==> config.mk <==
export PLATFORM = sky130hd
export DESIGN_NAME = uihc_top
export DESIGN_NICKNAME = d
export VERILOG_FILES = /design/src/include/uihc_pkg.sv /design/src/hw/uihc_leader_track.sv /design/src/hw/uihc_verdict_reg.sv /design/src/hw/uihc_top.sv
export VERILOG_INCLUDE_DIRS = /design/src /design/src/include
export SDC_FILE = /design/constraint.sdc
export NUM_CORES = 1
export LEC_CHECK = 0
export ABC_AREA = 1
export BUFFER_PORTS_ARGS = -buffer_cell sky130_fd_sc_hd__buf_2
export CAP_MARGIN = 10
export CORE_MARGIN = 2
export CORE_UTILIZATION = 55
export CTS_CLUSTER_SIZE = 16
export DETAILED_ROUTE_END_ITERATION = 6
export PLACE_DENSITY = 0.75
export RECOVER_POWER = 25
export SLEW_MARGIN = 20
export SYNTH_ARGS = -nofsm -noshare
export SYNTH_HDL_FRONTEND = slang
export SYNTH_SLANG_ARGS = --single-unit
==> constraint.sdc <==
create_clock -name mclk_in -period 2.2 [get_ports mclk_in]
set_input_delay 0.33 -clock mclk_in [delete_from_list [all_inputs] [get_ports mclk_in]]
set_output_delay 0.33 -clock mclk_in [all_outputs]
set_load 0.01 [all_outputs]
==> src/include/uihc_regs.svh <==
// Purpose: timing constants of the unit issue hazard checker
// Assumes: cycle 1 is the leader's first execute phase
// Notes: counts are in cycles of the core clock
`ifndef UIHC_REGS_SVH
`define UIHC_REGS_SVH
`define UIHC_AGE_W 4
`define UIHC_AGE_MAX 4'hB
`define UIHC_AGE_IDLE 4'h0
// leader ages at which followers collide, age 1 is the issue cycle
`define UIHC_AGE_ISSUE 4'h2
`define UIHC_SHIFT_CLASH 4'h2
`define UIHC_FOUR_MUL16_WR 4'h3
`define UIHC_MUL_RD_FIRST 4'h2
`define UIHC_MUL_RD_LAST 4'h4
`define UIHC_I32_RES_FIRST 4'h5
`define UIHC_I32_RES_LAST 4'h7
`define UIHC_I32_MUL16_WR 4'h8
`define UIHC_WIDE_MUL16_WR_A 4'h8
`define UIHC_WIDE_MUL16_WR_B 4'h9
`define UIHC_WIDE_FOUR_RES 4'h5
`define UIHC_WIDE_FOUR_WR_A 4'h6
`define UIHC_WIDE_FOUR_WR_B 4'h7
`define UIHC_NUM_UNITS 2
`endif

==> src/include/uihc_pkg.sv <==
// Purpose: types of the unit issue hazard checker
// Assumes: shift unit and multiply unit of one side
// Notes: conflict codes go straight to the dispatch stage
package uihc_pkg;
    // instruction classes a leader or follower may belong to
    typedef enum logic [3:0] {
        UIHC_CLS_NONE,
        UIHC_CLS_SINGLE,
        UIHC_CLS_DP_COMPARE,
        UIHC_CLS_DP_TWO_CYCLE,
        UIHC_CLS_BRANCH_REG,
        UIHC_CLS_BRANCH_IMM,
        UIHC_CLS_MUL16,
        UIHC_CLS_FOUR_CYCLE,
        UIHC_CLS_INT_MULTIPLY_32,
        UIHC_CLS_INT_MULTIPLY_WIDE_RESULT,
        UIHC_CLS_DP_MULTIPLY,
        UIHC_CLS_LOAD,
        UIHC_CLS_STORE,
        UIHC_CLS_INT_TO_DP_CONVERT,
        UIHC_CLS_DP_ADD_SUBTRACT
    } uihc_class_t;

    typedef enum logic [2:0] {
        UIHC_CF_NONE,
        UIHC_CF_READ_DECODE_CONFLICT,
        UIHC_CF_WRITE_PORT_CONFLICT,
        UIHC_CF_READ_WRITE_CONFLICT,
        UIHC_CF_RESOURCE_CONFLICT
    } uihc_conflict_t;

    typedef enum logic [0:0] {
        UIHC_UNIT_SHIFT,
        UIHC_UNIT_MULTIPLY
    } uihc_unit_t;

    // follower offered by dispatch for the coming first_execute_phase
    typedef struct packed {
        logic valid;
        uihc_class_t cls;
        uihc_unit_t unit;
        logic cross_path;
    } uihc_req_t;

    // instruction that dispatch actually issued this cycle
    typedef struct packed {
        logic valid;
        uihc_class_t cls;
        uihc_unit_t unit;
        logic cross_path;
    } uihc_issue_t;

    typedef struct packed {
        logic blocked;
        uihc_conflict_t conflict;
    } uihc_verdict_t;
endpackage

==> src/hw/uihc_leader_track.sv <==
// Purpose: remembers the last leader on one unit and its age
// Assumes: issue comes from logic on the same clock
// Notes: age 1 is the leader's first execute cycle, 0 means idle
`timescale 1ns/100ps
`default_nettype none
`include "uihc_regs.svh"
module uihc_leader_track (
    input wire logic mclk_in, // core clock
    input wire logic reset_n_in, // sync reset, active low
    input wire logic issue_in, // leader enters first execute
    input wire uihc_pkg::uihc_class_t cls_in, // class of issued leader
    input wire logic cross_in, // issued leader uses cross path
    output uihc_pkg::uihc_class_t cls_out, // tracked class
    output logic cross_out, // tracked leader used cross path
    output logic [`UIHC_AGE_W-1:0] age_out // cycle of the leader
);
    import uihc_pkg::*;
    uihc_class_t cls_ff;
    logic cross_ff;
    logic [`UIHC_AGE_W-1:0] age_ff;

    // ========================================================
    // leader age
    // a false condition still holds the unit, so age runs on
    always_ff @(posedge mclk_in) begin
        if (!reset_n_in) begin
            cls_ff <= UIHC_CLS_NONE;
            cross_ff <= 1'b0;
            age_ff <= `UIHC_AGE_IDLE;
        end else if (issue_in) begin
            cls_ff <= cls_in;
            cross_ff <= cross_in;
            age_ff <= `UIHC_AGE_ISSUE;
        end else if (age_ff != `UIHC_AGE_IDLE) begin
            if (age_ff == `UIHC_AGE_MAX) begin
                age_ff <= `UIHC_AGE_IDLE;
                cls_ff <= UIHC_CLS_NONE;
            end else begin
                age_ff <= age_ff + 4'h1;
            end
        end
    end

    assign cls_out = cls_ff;
    assign cross_out = cross_ff;
    assign age_out = age_ff;
endmodule
`default_nettype wire

==> src/hw/uihc_verdict_reg.sv <==
// Purpose: registers the verdict shown to dispatch
// Assumes: verdict is computed on the same clock
// Notes: one cycle of latency keeps the status path short
`timescale 1ns/100ps
`default_nettype none
module uihc_verdict_reg (
    input wire logic mclk_in, // core clock
    input wire logic reset_n_in, // sync reset, active low
    input wire uihc_pkg::uihc_verdict_t nxt_in, // verdict this cycle
    output uihc_pkg::uihc_verdict_t q_out // registered verdict
);
    import uihc_pkg::*;
    uihc_verdict_t q_ff;

    // ========================================================
    // status register
    always_ff @(posedge mclk_in) begin
        if (!reset_n_in) begin
            q_ff <= '{blocked: 1'b0, conflict: UIHC_CF_NONE};
        end else begin
            q_ff <= nxt_in;
        end
    end

    assign q_out = q_ff;
endmodule
`default_nettype wire

==> src/hw/uihc_top.sv <==
// Purpose: issue hazard checker for the shift and multiply units
// Assumes: dispatch issues only followers that were not blocked
// Notes: age counts the leader's execute cycles from 1
//
// What this block does
// - shift single-cycle reads and writes in cycle 1; anyone may go next
// - dp compare: block same-unit single or two-cycle dp in cycle 2, rw
// - dp compare: block compare, register branch and cross followers in cycle 2
// - shift two-cycle dp: block same-unit single or two-cycle dp in cycle 2, write
// - branch reads only in cycle 1; only register branch reads registers
// - 16x16 multiply: every follower may go from cycle 2
// - four-cycle multiply: block same-unit 16x16 multiply in cycle 3
// - 32-bit multiply: block same-unit and cross followers in cycles 2 to 4, read
// - 32-bit multiply: dp multiply resource 5..7, 16x16 write in cycle 8
// - wide multiply: block same-unit and cross followers in cycles 2 to 4, read
// - wide multiply: 16x16 write 8,9; four-cycle resource 5, write 6,7
// - multi-cycle leaders keep the unit locked even if condition false
`timescale 1ns/100ps
`default_nettype none
`include "uihc_regs.svh"
module uihc_top (
    input wire logic mclk_in, // 200 MHz core clock
    input wire logic reset_n_in, // sync reset, active low
    input wire uihc_pkg::uihc_req_t req_in, // follower offered
    input wire uihc_pkg::uihc_issue_t issue_in, // instruction issued
    output logic blocked_out, // follower may not enter first execute
    output uihc_pkg::uihc_conflict_t conflict_out, // category, comb
    output uihc_pkg::uihc_verdict_t status_out // registered verdict
);
    import uihc_pkg::*;

    uihc_class_t lead_cls [`UIHC_NUM_UNITS];
    logic lead_cross [`UIHC_NUM_UNITS];
    logic [`UIHC_AGE_W-1:0] lead_age [`UIHC_NUM_UNITS];
    uihc_conflict_t unit_cf [`UIHC_NUM_UNITS];
    uihc_verdict_t nxt_verdict;

    // ========================================================
    // leader trackers, one per unit
    // a leader of a false condition is tracked just the same
    genvar gi;
    generate
        for (gi = 0; gi < `UIHC_NUM_UNITS; gi = gi + 1) begin : g_unit
            logic hit;
            assign hit = issue_in.valid &&
                (issue_in.unit == uihc_unit_t'(gi));
            uihc_leader_track u_track (
                .mclk_in(mclk_in),
                .reset_n_in(reset_n_in),
                .issue_in(hit),
                .cls_in(issue_in.cls),
                .cross_in(issue_in.cross_path),
                .cls_out(lead_cls[gi]),
                .cross_out(lead_cross[gi]),
                .age_out(lead_age[gi])
            );
        end
    endgenerate

    // ========================================================
    // follower class helpers
    function automatic logic is_reg_reader(input uihc_class_t c);
        // immediate branch reads no register, so it never collides on the cross path
        is_reg_reader = (c != UIHC_CLS_NONE) &&
            (c != UIHC_CLS_BRANCH_IMM);
    endfunction

    // ========================================================
    // conflict for a follower against one leader
    // same = follower on leader's unit; xpath = other unit, both cross
    function automatic uihc_conflict_t judge(
        input uihc_class_t lc,
        input logic [`UIHC_AGE_W-1:0] age,
        input uihc_class_t fc,
        input logic same,
        input logic xpath
    );
        uihc_conflict_t r;
        logic any;
        r = UIHC_CF_NONE;
        any = same || (xpath && is_reg_reader(fc));
        case (lc)
            UIHC_CLS_SINGLE: begin
                r = UIHC_CF_NONE;
            end
            UIHC_CLS_BRANCH_REG, UIHC_CLS_BRANCH_IMM: begin
                r = UIHC_CF_NONE;
            end
            UIHC_CLS_DP_COMPARE: begin
                if (age == `UIHC_SHIFT_CLASH) begin
                    if (same && (fc == UIHC_CLS_SINGLE ||
                        fc == UIHC_CLS_DP_TWO_CYCLE)) begin
                        r = UIHC_CF_READ_WRITE_CONFLICT;
                    end else if (same && (fc == UIHC_CLS_DP_COMPARE ||
                        fc == UIHC_CLS_BRANCH_REG)) begin
                        r = UIHC_CF_READ_DECODE_CONFLICT;
                    end else if (xpath && is_reg_reader(fc)) begin
                        r = UIHC_CF_READ_DECODE_CONFLICT;
                    end
                end
            end
            UIHC_CLS_DP_TWO_CYCLE: begin
                if (age == `UIHC_SHIFT_CLASH && same &&
                    (fc == UIHC_CLS_SINGLE ||
                    fc == UIHC_CLS_DP_TWO_CYCLE)) begin
                    r = UIHC_CF_WRITE_PORT_CONFLICT;
                end
            end
            UIHC_CLS_MUL16: begin
                r = UIHC_CF_NONE;
            end
            UIHC_CLS_FOUR_CYCLE: begin
                if (age == `UIHC_FOUR_MUL16_WR && same &&
                    fc == UIHC_CLS_MUL16) begin
                    r = UIHC_CF_WRITE_PORT_CONFLICT;
                end
            end
            UIHC_CLS_INT_MULTIPLY_32: begin
                if (age >= `UIHC_MUL_RD_FIRST &&
                    age <= `UIHC_MUL_RD_LAST && any) begin
                    r = UIHC_CF_READ_DECODE_CONFLICT;
                end else if (same && fc == UIHC_CLS_DP_MULTIPLY &&
                    age >= `UIHC_I32_RES_FIRST &&
                    age <= `UIHC_I32_RES_LAST) begin
                    r = UIHC_CF_RESOURCE_CONFLICT;
                end else if (same && fc == UIHC_CLS_MUL16 &&
                    age == `UIHC_I32_MUL16_WR) begin
                    r = UIHC_CF_WRITE_PORT_CONFLICT;
                end
            end
            UIHC_CLS_INT_MULTIPLY_WIDE_RESULT: begin
                if (age >= `UIHC_MUL_RD_FIRST &&
                    age <= `UIHC_MUL_RD_LAST && any) begin
                    r = UIHC_CF_READ_DECODE_CONFLICT;
                end else if (same && fc == UIHC_CLS_MUL16 &&
                    (age == `UIHC_WIDE_MUL16_WR_A ||
                    age == `UIHC_WIDE_MUL16_WR_B)) begin
                    r = UIHC_CF_WRITE_PORT_CONFLICT;
                end else if (same && fc == UIHC_CLS_FOUR_CYCLE &&
                    age == `UIHC_WIDE_FOUR_RES) begin
                    r = UIHC_CF_RESOURCE_CONFLICT;
                end else if (same && fc == UIHC_CLS_FOUR_CYCLE &&
                    (age == `UIHC_WIDE_FOUR_WR_A ||
                    age == `UIHC_WIDE_FOUR_WR_B)) begin
                    r = UIHC_CF_WRITE_PORT_CONFLICT;
                end
            end
            default: begin
                r = UIHC_CF_NONE;
            end
        endcase
        judge = r;
    endfunction

    // ========================================================
    // per-unit verdicts
    generate
        for (gi = 0; gi < `UIHC_NUM_UNITS; gi = gi + 1) begin : g_judge
            logic same;
            logic xpath;
            assign same = req_in.valid &&
                (req_in.unit == uihc_unit_t'(gi));
            assign xpath = req_in.valid &&
                (req_in.unit != uihc_unit_t'(gi)) &&
                req_in.cross_path && lead_cross[gi];
            assign unit_cf[gi] = judge(lead_cls[gi], lead_age[gi],
                req_in.cls, same, xpath);
        end
    endgenerate

    // ========================================================
    // merge: shift unit first, it has the earlier deadline
    always_comb begin
        nxt_verdict.conflict = UIHC_CF_NONE;
        nxt_verdict.blocked = 1'b0;
        if (unit_cf[0] != UIHC_CF_NONE) begin
            nxt_verdict.conflict = unit_cf[0];
            nxt_verdict.blocked = 1'b1;
        end else if (unit_cf[1] != UIHC_CF_NONE) begin
            nxt_verdict.conflict = unit_cf[1];
            nxt_verdict.blocked = 1'b1;
        end
    end

    assign blocked_out = nxt_verdict.blocked;
    assign conflict_out = nxt_verdict.conflict;

    uihc_verdict_reg u_status (
        .mclk_in(mclk_in),
        .reset_n_in(reset_n_in),
        .nxt_in(nxt_verdict),
        .q_out(status_out)
    );
endmodule
`default_nettype wire

==> reports/results.ini <==
[global_routing]
grt_pass1_vias=1557
grtUsageTotal=0.239
antenna_found_initial=0
grt_pass1_wl_um=6550
gr-total-overflow=0
grt_max_degree=12

[floorplan]
dieArea_um2=3560
die_w_um=59.7
die_y_um=59.7
start_util=0.568
fp-row-count=20
core_area_um2=3000
ios=24

[power]
leakage_nw=1.03
vdd_drop_max_mv=0.420
p_per_area_nw_per_um2=455
finalPower_mw=0.976

[worst_setup_path]
crit_type=reg2out
path_delay_family=simple AND/OR/NAND/NOR gates
slowest_stage=dfxtp_4
worst_setup_path_start_kind=flop
reg2reg_depth=12
critPathCapture=conflict_out[2]
cpPeakStageDelay_ps=420
r2r_slack_ps=470
crit_cells=12
startpoint=g_unit[0].u_track.age_out[0]
cp_data_required_time_ps=1870
rr_endpoint=u_status.q_out[2]
crit_chain=inv_4 -> ha_4 -> inv_2 -> nand2_1 -> nand4_1 -> nand2_1 -> nand2_1 -> nand2_1 -> nand2_2 -> nand4_1 -> nand2_1 -> buf_2
cp.arrival_ps=1940
rr_startpoint=g_unit[0].u_track.age_out[0]
end_kind=output pin
crit_buf_inv=3
path_max_fanout=5
crit_top_cell=nand2_1

[yosys]
syn_avg_cell_area_um2=5.84
yosysMostFrequentCell=nand2_1
ys_seq_area_frac=0.258
synth_top_area_frac=0.258
synth_warnings=0
syn_nets=317
yosysTopAreaCell=dfxtp_1
synth_edf_count=0
synth_flop_cell=dfxtp_1
synth_common_cells=nand2_1, inv_1, nor2_1, nand3_1
synthCells=292
netlist_area_um2=1710
synthTopCellsByArea=dfxtp_1, nand2_1, inv_1
ys_ff_latch=22
yosys.cell_types.count=20
ys_async_sr_fraction=0

[timing]
skew_ps=2.97
min_period_ps=2270
hold_viol=0
setup_viol=2
slew_headroom=0.662
rsz0062_at_grt=yes
fin_crit_sh=1.03
max_clock_freq_ghz=0.441
tightest_slew_ps=505
slew_viol_final=0
fin_ws_ps=-65.7

[clock_network]
clock-sinks=22
clk_pin_slew_ps=120
cts_hold_buffers=0
h-tree-depth=1
cts_tree=built
clockBufferDepth=2
cts_root_buf=clkbuf_4
clock_latency_ps=310
cts_buffers=3

[finish]
nets=355
n_fill_cell=254
syn2layout_area_growth_pct=25.9
n_antenna_cell=0
drive_gt1_frac=0.277

[detailed_routing]
avgRoutedWirePerCell_um=14.0
drcViolationCount=0
ant_nets=0
viasPerCell=5.58
drt-total-wl_um=5070
first_pass_iters=5
vias=2016
drt_first_iter_violations=128

[status]
failed_checks=negative setup slack
status=finished with violations

[place]
place_ws_ps=221
portBuffers=23
routabilityCongestion=0.893
dp_hpwl_um=3300

[worst_hold_path]
hold_class=in2reg

[run]
maxCapViolCount=0

## flip-flops by register name, indices dropped and copies added (netlist names)
name	count
g_unit.u_track.age_out	8
u_status.q_out	4
g_unit.u_track.cls_out	8
g_unit.u_track.cross_out	2
## cell families after synthesis
group                      share of synthesized area
adders and majority gates                     0.0660
and+or+nand+nor                                0.441
DFF                                            0.258
xor gates and xnor gates                      0.0103
AOI/OAI and AO/OA                              0.103
buffers and inverters                          0.121
## how the worst min path moves through the flow
stage	startpoint	to	slack, ps	cells after the start
after global placement	g_unit[0].u_track.cls_out[1]	g_unit[0].u_track.cls_out[1]	460	2
after CTS	reset_n_in	g_unit[0].u_track.age_out[1]	240	3
final	issue_in[0]	g_unit[0].u_track.cross_out	260	3
after detailed placement	g_unit[0].u_track.cls_out[1]	g_unit[0].u_track.cls_out[1]	460	2
after global routing	issue_in[3]	g_unit[0].u_track.cls_out[1]	270	3
after floorplan	reset_n_in	g_unit[0].u_track.age_out[1]	430	2
## timing repair
| action | 4_1_cts | 5_1_grt |
|---|---|---|
| hold endpoints to repair | 0 | 0 |
| setup endpoints to repair | 4 | 4 |
| pin swaps | 1 | 16 |
| resized for setup | 14 | 49 |
| buffers inserted | 2 | 8 |
## routing by layer
layer	track usage	routed length, um
met1	0.348	2170
met2	0.376	2420
met3	0.0281	348
met4	0.0571	128
met5	0	0
## area by class of cell
type,instances,area (um^2),share of cell area
tap,33,41.3,0.0192
multi-input combinational,215,1210,0.561
sequential,22,459,0.214
timing repair buffer,34,199,0.0926
inverter,54,220,0.103
clock buffer,3,22.5,0.0105
## placed cells by master (no fill, tap or decap), types with 3 or more instances in the layout
cell type  Yosys  final
nand2_1       74     71
inv_1         50     41
nor2_1        40     35
a21oi_1       22     21
nand3_1       23     20
buf_2          0     18
dfxtp_1       22     15
nand2_2        7      9
nor3_1        13      9
buf_4          0      9
nor2_2         4      7
inv_2          4      7
nand4_1        7      7
inv_4          0      5
o21ai_0        7      5
ha_4           0      5
nor2_4         2      4
nand3_2        1      4
nor3_2         0      4
dfxtp_4        0      4
clkbuf_1       1      4
ha_1           9      3
clkbuf_4       0      3
dfxtp_2        0      3
## tightest hold or removal path: stages
cell and delay [ps]:
buf_2 90, nor2_1 40, nor2_1 80
## power by group
part | total (mW) | internal [mW] | switching, mW
Clock | 0.190 | 0.0641 | 0.126
Sequential | 0.460 | 0.424 | 0.0359
Combinational | 0.327 | 0.128 | 0.199
Total | 0.976 | 0.616 | 0.360
## per-stage QoR
stage / cells / setup TNS, ps / hold slack (ps) / area (um^2) / utilization
finish: 361 / -95.3 / 257 / 2150 / 0.715
global route: 361 / -456 / 269 / 2150 / 0.715
CTS: 353 / 0 / 244 / 1930 / 0.643
detailed placement: 348 / 0 / 461 / 1870 / 0.622
global placement: 348 / 0 / 458 / 1870 / 0.622
floorplan: 292 / 0 / 428 / 1710 / -
(Power assumes the default switching activity.)
